===== config.mk =====
export PLATFORM = sky130hd
export DESIGN_NAME = startup_mode_config_select
export DESIGN_NICKNAME = d
export VERILOG_FILES = /design/src/hdl/startup_mode_pkg.sv /design/src/hdl/startup_mode_config_select.sv
export SDC_FILE = /design/constraint.sdc
export NUM_CORES = 1
export LEC_CHECK = 0
export ABC_AREA = 1
export BUFFER_PORTS_ARGS = -buffer_cell sky130_fd_sc_hd__buf_2
export CAP_MARGIN = 30
export CORE_MARGIN = 5
export CORE_UTILIZATION = 40
export DETAILED_ROUTE_END_ITERATION = 10
export PLACE_DENSITY = 0.8
export SYNTH_ARGS = -nofsm -noshare
export SYNTH_HDL_FRONTEND = slang
export SYNTH_SLANG_ARGS = --single-unit

===== constraint.sdc =====
create_clock -name mclk -period 1.35 [get_ports mclk]
set_clock_uncertainty 0.05 [all_clocks]
set_input_delay 0.27 -clock mclk [delete_from_list [all_inputs] [get_ports mclk]]
set_output_delay 0.27 -clock mclk [all_outputs]
set_load 0.01 [all_outputs]

===== src/hdl/startup_mode_pkg.sv =====
// Constants for the start-up mode selection and logic pin routing block
package startup_mode_pkg;
	// Three-level mode pin as resolved by the pad comparators
	localparam logic [1:0] LVL_LOW = 2'h0;
	localparam logic [1:0] LVL_FLOAT = 2'h1;
	localparam logic [1:0] LVL_HIGH = 2'h2;
	// Register initialization source
	localparam logic SRC_EEPROM = 1'h0;
	localparam logic SRC_ROM = 1'h1;
	// Logic pin positions
	localparam int PIN_SYNC = 0;
	localparam int PIN_CS = 1;
	localparam int PIN_SDO = 2;
	localparam int PIN_DEC1 = 4;
	localparam int PIN_INC1 = 3;
	localparam int PIN_DEC2 = 6;
	localparam int PIN_INC2 = 5;
	localparam int NUM_PINS = 7;
	// Reference qualification thresholds in ppm
	localparam int VALID_PPM = 55;
	localparam int INVALID_PPM = 60;
	localparam int PPM_W = 16;
	// Reset values
	localparam logic [3:0] PAGE_RST = 4'h0;
	localparam logic [1:0] ADDR_LSB_RST = 2'h0;
	localparam logic [1:0] SEL_RST = 2'h0;
	localparam logic [3:0] VALID_RST = 4'h0;
	typedef enum logic [2:0] {
		ST_RESET = 3'h1,
		ST_LOAD = 3'h2,
		ST_RUN = 3'h4
	} phase_t;
endpackage


===== src/hdl/startup_mode_config_select.sv =====
// Start-up mode latch, logic pin routing, reference qualification and selection
`timescale 1ns/1ps
// Contract
// - At reset the three-level mode pin is sampled and picks init source, serial port and pin roles.
// - Low selects EEPROM initialization with the I2C port.
// - Floating selects EEPROM initialization with the SPI port.
// - High selects ROM initialization from a pin-chosen page with the I2C port.
// - In ROM mode logic pins 3 to 0 form the binary page number of sixteen pages.
// - In EEPROM plus I2C mode logic pins 2 and 1 give the two low I2C address bits.
// - In EEPROM modes logic pin 0 is an active-low output sync input.
// - In EEPROM modes logic pins 4 and 3 are active-high step down and up for loop one.
// - In EEPROM modes logic pins 6 and 5 are loop two step requests or status outputs.
// - In SPI mode the I2C pins carry data in and clock, pin 1 is select and pin 2 data out.
// - Both serial ports reach one identical register map.
// - A reference is valid below 55 ppm offset, invalid above 60 ppm, hysteresis between.
// - Status pin zero shows loss of lock of loop one and status pin one of loop two.
// - Each loop picks its reference automatically, non-revertive, input 0 first.
// - A power-down reset pulse reloads the registers from EEPROM or ROM, per the resampled mode, as at power-up.
module startup_mode_config_select (
	input wire logic mclk,
	input wire logic rst,
	input wire logic power_down_reset_pin,
	input wire logic [1:0] startup_mode_select_pin,
	input wire logic [6:0] logic_pin_in,
	output logic [6:0] logic_pin_out,
	output logic [6:0] logic_pin_oe,
	input wire logic sda_in,
	input wire logic scl_in,
	input wire logic spi_sdo_data,
	input wire logic status_on_pins,
	input wire logic [3:0] holdover_active,
	input wire logic loop_one_locked,
	input wire logic loop_two_locked,
	input wire logic [4*startup_mode_pkg::PPM_W-1:0] ref_offset_ppm,
	output logic load_start,
	output logic init_source,
	output logic spi_enable,
	output logic i2c_enable,
	output logic [3:0] rom_page,
	output logic [1:0] i2c_addr_lsb,
	output logic output_sync,
	output logic freq_step_down_request_one,
	output logic freq_step_up_request_one,
	output logic freq_step_down_request_two,
	output logic freq_step_up_request_two,
	output logic serial_chip_select,
	output logic serial_clock,
	output logic serial_data_in,
	output logic status_pin_zero,
	output logic status_pin_one,
	output logic [3:0] ref_valid,
	output logic [1:0] loop_one_sel,
	output logic [1:0] loop_two_sel,
	output logic loop_one_has_ref,
	output logic loop_two_has_ref
);
	startup_mode_pkg::phase_t phase_ff;
	logic pdn_ff;
	logic [1:0] mode_ff;
	logic eeprom_mode;
	logic spi_mode;
	logic [3:0] ref_valid_ff;
	logic [1:0] sel_one_ff;
	logic [1:0] sel_two_ff;
	logic have_one_ff;
	logic have_two_ff;
	logic [3:0] nxt_valid;

	// Highest-priority valid input, 0 first
	function automatic logic [1:0] first_valid(input logic [3:0] v);
		logic [1:0] r;
		r = 2'h3;
		if (v[2]) r = 2'h2;
		if (v[1]) r = 2'h1;
		if (v[0]) r = 2'h0;
		return r;
	endfunction

	// Power-down acts as a second reset: mode is resampled and a reload follows
	always_ff @(posedge mclk or posedge rst) begin
		if (rst) begin
			pdn_ff <= 1'b1;
		end else begin
			pdn_ff <= power_down_reset_pin;
		end
	end

	always_ff @(posedge mclk or posedge rst) begin
		if (rst) begin
			phase_ff <= startup_mode_pkg::ST_RESET;
		end else if (pdn_ff) begin
			phase_ff <= startup_mode_pkg::ST_RESET;
		end else begin
			case (phase_ff)
				startup_mode_pkg::ST_RESET: phase_ff <= startup_mode_pkg::ST_LOAD;
				startup_mode_pkg::ST_LOAD: phase_ff <= startup_mode_pkg::ST_RUN;
				startup_mode_pkg::ST_RUN: phase_ff <= startup_mode_pkg::ST_RUN;
				default: phase_ff <= startup_mode_pkg::ST_RESET;
			endcase
		end
	end

	// Mode pin tracked only while held in reset; frozen once running
	always_ff @(posedge mclk or posedge rst) begin
		if (rst) begin
			mode_ff <= startup_mode_pkg::LVL_LOW;
		end else if (phase_ff == startup_mode_pkg::ST_RESET) begin
			mode_ff <= startup_mode_select_pin;
		end
	end

	// Strapped inputs caught together with the mode
	always_ff @(posedge mclk or posedge rst) begin
		if (rst) begin
			rom_page <= startup_mode_pkg::PAGE_RST;
			i2c_addr_lsb <= startup_mode_pkg::ADDR_LSB_RST;
		end else if (phase_ff == startup_mode_pkg::ST_RESET) begin
			rom_page <= logic_pin_in[3:0];
			i2c_addr_lsb <= logic_pin_in[2:1];
		end
	end

	// Unknown pin code falls back to the default EEPROM plus I2C mode
	assign spi_mode = (mode_ff == startup_mode_pkg::LVL_FLOAT);
	assign eeprom_mode = (mode_ff != startup_mode_pkg::LVL_HIGH);

	always_ff @(posedge mclk or posedge rst) begin
		if (rst) begin
			load_start <= 1'b0;
			init_source <= startup_mode_pkg::SRC_EEPROM;
			spi_enable <= 1'b0;
			i2c_enable <= 1'b0;
		end else begin
			load_start <= (phase_ff == startup_mode_pkg::ST_LOAD);
			init_source <= eeprom_mode ? startup_mode_pkg::SRC_EEPROM
				: startup_mode_pkg::SRC_ROM;
			// One register map sits behind whichever port is enabled
			spi_enable <= (phase_ff == startup_mode_pkg::ST_RUN) && spi_mode;
			i2c_enable <= (phase_ff == startup_mode_pkg::ST_RUN) && !spi_mode;
		end
	end

	// Pin roles in the running phase
	always_ff @(posedge mclk or posedge rst) begin
		if (rst) begin
			output_sync <= 1'b0;
			freq_step_down_request_one <= 1'b0;
			freq_step_up_request_one <= 1'b0;
			freq_step_down_request_two <= 1'b0;
			freq_step_up_request_two <= 1'b0;
			serial_chip_select <= 1'b0;
			serial_clock <= 1'b0;
			serial_data_in <= 1'b0;
		end else begin
			output_sync <= eeprom_mode && !logic_pin_in[startup_mode_pkg::PIN_SYNC];
			freq_step_down_request_one <= eeprom_mode
				&& logic_pin_in[startup_mode_pkg::PIN_DEC1];
			freq_step_up_request_one <= eeprom_mode && logic_pin_in[startup_mode_pkg::PIN_INC1];
			freq_step_down_request_two <= eeprom_mode && !status_on_pins
				&& logic_pin_in[startup_mode_pkg::PIN_DEC2];
			freq_step_up_request_two <= eeprom_mode && !status_on_pins
				&& logic_pin_in[startup_mode_pkg::PIN_INC2];
			// Chip select is active low on the pin
			serial_chip_select <= spi_mode && !logic_pin_in[startup_mode_pkg::PIN_CS];
			serial_clock <= spi_mode && scl_in;
			serial_data_in <= spi_mode && sda_in;
		end
	end

	// Pin drivers; outputs stay released while in reset so straps read cleanly
	always_ff @(posedge mclk or posedge rst) begin
		if (rst) begin
			logic_pin_out <= 7'h00;
			logic_pin_oe <= 7'h00;
		end else begin
			logic_pin_out <= 7'h00;
			logic_pin_oe <= 7'h00;
			if (phase_ff == startup_mode_pkg::ST_RUN) begin
				if (spi_mode) begin
					logic_pin_out[startup_mode_pkg::PIN_SDO] <= spi_sdo_data;
					logic_pin_oe[startup_mode_pkg::PIN_SDO] <= !logic_pin_in[startup_mode_pkg::PIN_CS];
				end
				// ROM mode always shows status; EEPROM modes only when configured
				if (!eeprom_mode || status_on_pins) begin
					// Pin 5 shows loop one holdover, pin 6 loop two
					logic_pin_out[startup_mode_pkg::PIN_INC2] <= holdover_active[0];
					logic_pin_out[startup_mode_pkg::PIN_DEC2] <= holdover_active[1];
					logic_pin_oe[startup_mode_pkg::PIN_DEC2] <= 1'b1;
					logic_pin_oe[startup_mode_pkg::PIN_INC2] <= 1'b1;
				end
			end
		end
	end

	// Status pins are left released during reset so a floating strap is not disturbed
	always_ff @(posedge mclk or posedge rst) begin
		if (rst) begin
			status_pin_zero <= 1'b0;
			status_pin_one <= 1'b0;
		end else begin
			status_pin_zero <= (phase_ff == startup_mode_pkg::ST_RUN) && !loop_one_locked;
			status_pin_one <= (phase_ff == startup_mode_pkg::ST_RUN) && !loop_two_locked;
		end
	end

	// Hysteresis: between thresholds the previous verdict holds
	always_comb begin
		logic [startup_mode_pkg::PPM_W-1:0] off;
		off = '0;
		nxt_valid = ref_valid_ff;
		for (int i = 0; i < 4; i++) begin
			off = ref_offset_ppm[i*startup_mode_pkg::PPM_W +: startup_mode_pkg::PPM_W];
			if (off < startup_mode_pkg::PPM_W'(startup_mode_pkg::VALID_PPM)) begin
				nxt_valid[i] = 1'b1;
			end else if (off > startup_mode_pkg::PPM_W'(startup_mode_pkg::INVALID_PPM)) begin
				nxt_valid[i] = 1'b0;
			end
		end
	end

	always_ff @(posedge mclk or posedge rst) begin
		if (rst) begin
			ref_valid_ff <= startup_mode_pkg::VALID_RST;
		end else begin
			ref_valid_ff <= nxt_valid;
		end
	end

	// Non-revertive: keep the current input while it stays valid
	always_ff @(posedge mclk or posedge rst) begin
		if (rst) begin
			sel_one_ff <= startup_mode_pkg::SEL_RST;
			sel_two_ff <= startup_mode_pkg::SEL_RST;
			have_one_ff <= 1'b0;
			have_two_ff <= 1'b0;
		end else begin
			if (!(have_one_ff && ref_valid_ff[sel_one_ff])) begin
				sel_one_ff <= first_valid(ref_valid_ff);
				have_one_ff <= |ref_valid_ff;
			end
			if (!(have_two_ff && ref_valid_ff[sel_two_ff])) begin
				sel_two_ff <= first_valid(ref_valid_ff);
				have_two_ff <= |ref_valid_ff;
			end
		end
	end

	assign ref_valid = ref_valid_ff;
	assign loop_one_sel = sel_one_ff;
	assign loop_two_sel = sel_two_ff;
	assign loop_one_has_ref = have_one_ff;
	assign loop_two_has_ref = have_two_ff;
endmodule


# After elaboration in Yosys (flattened, before gate mapping)
# Cells that the tools add are included.
[word_totals]
ff_bits = 42
wordCells = 99
out_inout_bits = 44
inputBits = 86
[classes]
eq_ne = 5
n_reduce_logical = 29
order_cmp = 10
mux = 26
[op_table]
columns = ["cell", "n"]
rows = [
  ["greater-than comparator 16 x 6 -> 1 bit (second input constant)", 4],
  ["< comparator 16 x 6 -> 1 bit (second input constant)", 4],
  ["two-way mux 1 bit", 16],
  ["logical AND 1 bit", 15],
  ["two-way mux 2 bit", 6],
  ["nonzero test 2 bit", 4],
  ["zero test 1 bit", 7],
  ["< comparator 2 x 3 -> 1 bit (second input constant)", 2],
  ["case mux 3 bit (2 select lines)", 1],
  ["binary-select mux 1 bit (select 2 bit)", 2],
  ["OR reduction 4 bit", 1],
  ["== test 3 x 1 -> 1 bit (second input constant)", 1],
  ["== test 3 x 2 -> 1 bit (second input constant)", 1],
  ["== test 3 bit (second input constant)", 1],
  ["two-way mux 3 bit", 1],
  ["== test 2 x 1 -> 1 bit (second input constant)", 1],
  ["inequality test 2 bit (second input constant)", 1],
  ["OR reduction 2 bit", 1],
  ["logical OR 1 bit", 1],
]

# Logic depth before layout (Yosys ltp)
[depth]
word_depth = 5
depth_mapped = 7
mapped_depth_nobuf = 7

# Worst setup path before layout
# OpenSTA, ideal clock, no wires.
[synth_timing]
path_type = "reg-to-reg"
from = "reg phase_ff[0]"
to = "reg phase_ff[0]"
stages_incl_launch_ff = 6
required_time_ps = 1236
arrival_time_ps = 959
period_less_slack_ps = 1073
path_buffers = 0
setup_time_ps = 64
path_slack_ps = 277
cell_sequence = "dfstp_2 > inv_2 > nand3_4 > o21a_1 > nor2_2 > nor2_2"
[synth_between]
elab_chain_cells = 4
word_cells_on_any_way = 6
classes_between = "3 x eq/ne; 2 x mux; 1 x reduce/logical"
[synth_rtl]
columns = ["item", "line", "source"]
rows = [
  ["start, declared", "startup_mode_config_select.sv:57", "startup_mode_pkg::phase_t phase_ff;"],
  ["start signal, assigned", "startup_mode_config_select.sv:90", "phase_ff <= startup_mode_pkg::ST_RESET;"],
  ["start signal, assigned", "startup_mode_config_select.sv:92", "phase_ff <= startup_mode_pkg::ST_RESET;"],
  ["start signal, assigned", "startup_mode_config_select.sv:95", "startup_mode_pkg::ST_RESET: phase_ff <= startup_mode_pkg::ST_LOAD;"],
  ["== test 3 x 2 -> 1 bit / == test 3 bit (equally long branches)", "startup_mode_config_select.sv:94", "case (phase_ff)"],
  ["OR reduction 2 bit (no source line)", "--", ""],
  ["case mux 3 bit (2 select lines) (*)", "startup_mode_config_select.sv:94", ""],
  ["two-way mux 3 bit (*)", "startup_mode_config_select.sv:91", "end else if (pdn_ff) begin"],
]
# Mark *: on every way between the ends. The rest lies on a longest branch, timed or not.
# A chain may end at the register's enable or synchronous reset.

# Worst setup path in the final report
[layout_timing]
from = "reg ref_valid_ff[0], in the netlist ref_valid[0]"
to = "out ref_valid[0]"
[layout_rtl]
columns = ["item", "line", "source"]
rows = [
  ["start, declared", "startup_mode_config_select.sv:62", "logic [3:0] ref_valid_ff;"],
  ["start signal, assigned", "startup_mode_config_select.sv:223", "ref_valid_ff <= startup_mode_pkg::VALID_RST;"],
  ["start signal, assigned", "startup_mode_config_select.sv:225", "ref_valid_ff <= nxt_valid;"],
  ["end, declared", "startup_mode_config_select.sv:51", "output logic [3:0] ref_valid,"],
]
# No word-level cell between the ends.

==> reports/qor.yml <==
clkSinkCount: 39
synthArstFlopShare: 1.000
yosys_warnings: 0
die-area_sq_um: 5958
holdPathStages: 1
rows: 24
hold_end: "pdn_ff"
r2r_setup_slack_ns: 0.20
num_io_pins: 130
layout_setup_ws_ns: 0.1549
seqPwrFrac: 0.495
ff2ff_path_depth: 5
p_per_area_nw_per_um2: 1153
cts-buffers-inserted: 5
critPathMaxFanout: 4
place.gp.congestion: 0.8200
viasPerCell: 4.513
cp-start-kind: "flop"
ys_seq_area_frac: 0.5419
synthFlopType: "dfrtp_1"
cts_tree: "yes"
swShare: 0.3100
synth.cell_area_sq_um: 1805
diodes: 0
hold_viol_final: 0
avgRoutedWirePerCell_um: 10.89
path_delay_family: "flip-flops"
min_path_type: "in -> reg"
setup_viol: 0
p_switching_mw: 0.9018
insertion_delay_ns: 0.28
postCtsSetupBuffers: 0
postRouteWirelength_mm: 4.336
layout_commonest_cell: "buf_2"
cap_viol_max_count: 0
grt_setup_unrepaired: "no"
layout-drive-gt1-share: 0.4075
drt_iter0_drc: 50
ir_drop_mv: 0.4728
critPathBufInv: 1
area_growth_pct: 39.78
dr.pass1.iters: 6
reg2reg_from: "phase_ff[0]"
place_inst: 389
num-fill-cells: 393
cts_max_level: 2
cts_hold_buf: 1
portBuffers: 119
yosysUniqueCellTypes: 20
p_leak_nw: 1.571
min-delay-start: "power_down_reset_pin"
fin_cells: 398
antenna_found_initial: 0
pre_cts_ws_ns: 0.1928
grt_pass1_vias: 1722
p_clk_frac: 0.253
p_comb_frac: 0.252
cp.required_ns: 1.03
slowest_stage: "dfrtp_1"
cts_resized: 0
crit_arrival_ns: 0.88
clk_pin_slew_ns: 0.07
worstReg2RegEnd: "phase_ff[0]"
ys_seq_elements: 39
grt_pass1_wl_mm: 7.176
grt_overflow: 0
die_h_um: 77.19
cts_root_buf: "clkbuf_8"
finalCriticalPeriod_ns: 1.195
drc: 0
endpoint_kind: "primary output"
grt_usage: 0.1465
critPathKind: "reg -> out"
fin_nets: 431
critical-path-max-stage-delay_ns: 0.43
start_util: 0.4147
die_w_um: 77.19
p_int_mw: 2.007
path_cells: "buf_2"
postSynthAreaPerCell_sq_um: 8.170
ant_nets: 0
postSynthCellCount: 221
timing.setup.tns_ns: 0
num_vias: 1796
fmax_ghz: 0.8368
post-dp-hpwl_mm: 3.605
synth_edf_count: 0
cts.path.max_buffers: 2
mostFrequentLayoutCells: "119 x buf_2, 57 x nand2_1, 39 x nor2_1"
status: "finished clean"
min_period_over_period: 0.8852
fp.coreArea_sq_um: 4354
slew_violations: 0
grt_max_degree: 40
synthesized netlist by cell type, types with 2 or more instances:
| library cell | n | area, sq um |
|---|---|---|
| nand3_1 | 22 | 110.1 |
| inv_1 | 26 | 97.59 |
| dfrtp_1 | 37 | 925.9 |
| nor2_2 | 3 | 18.77 |
| dfstp_2 | 2 | 52.55 |
| nand2_1 | 57 | 214.0 |
| buf_4 | 11 | 82.58 |
| or2_2 | 4 | 25.02 |
| nor2_1 | 39 | 146.4 |
| a21oi_1 | 7 | 35.03 |
| o21bai_1 | 4 | 30.03 |
state kept, by name, summed over array words and instances, names as in the netlist, 2 cells and up:
signal         cells
logic_pin_out      3
rom_page           4
mode_ff            2
loop_one_sel       2
ref_valid          4
phase_ff           3
logic_pin_oe       2
loop_two_sel       2
power groups by stage:
| stage | registers [mW] | logic, mW | clock network [mW] |
|---|---|---|---|
| 2_1_floorplan | 1.53 | 0.371 | 0 |
| 3_3_place_gp | 1.45 | 0.723 | 0 |
| 3_5_place_dp | 1.46 | 0.745 | 0 |
| 4_1_cts | 1.44 | 0.749 | 0.772 |
| 5_1_grt | 1.47 | 0.827 | 0.817 |
| 6_report | 1.44 | 0.734 | 0.736 |
final cells by class:
class	count	area, sq um	area share
Sequential cell	39	978.4	0.3877
Clock inverter	3	15.01	0.005949
Inverter	27	101.3	0.04016
Tap cell	52	65.06	0.02578
Timing Repair Buffer	121	625.6	0.2479
Clock buffer	5	68.82	0.02727
Multi-Input combinational cell	151	669.4	0.2652
routing by layer:
layer / vias to the layer above / share of wire / track usage
met5: - / 0 / 0
met4: 0 / 0.017 / 0.05670
met3: 7 / 0.092 / 0.04567
met2: 77 / 0.52 / 0.2618
met1: 807 / 0.38 / 0.1596
li1: 905 / - / -
worst max-delay path by stage:
stage | startpoint | endpoint | cells after the start
floorplan | rst | freq_step_down_request_one | 1
global placement | phase_ff[0] | phase_ff[0] | 5
detailed placement | phase_ff[0] | phase_ff[0] | 5
CTS | ref_valid[0] | ref_valid[0] | 1
global route | loop_one_sel[0] | loop_one_sel[0] | 1
finish | ref_valid[0] | ref_valid[0] | 1
stage by stage:
stage	total power, mW	hold WS [ns]	utilization	instance area, sq um
after floorplan	1.898	0.2245	-	1832
after global placement	2.177	0.2853	0.5580	2430
after detailed placement	2.208	0.2958	0.5580	2430
after CTS	2.960	0.01727	0.5796	2524
after global routing	3.111	0.008888	0.5796	2524
final	2.909	0.03036	0.5796	2524
cells by family (layout without fill, tap and decap cells):
| kind of cell | after synthesis | in the layout | synth area share |
|---|---|---|---|
| buffers and inverters | 38 | 156 | 0.1019 |
| other | 1 | 8 | 0.002077 |
| AND/OR/NAND/NOR | 130 | 130 | 0.3112 |
| AO/OA/AOI/OAI | 13 | 13 | 0.04296 |
| flip-flops | 39 | 39 | 0.5419 |
(Power assumes the default switching activity.)
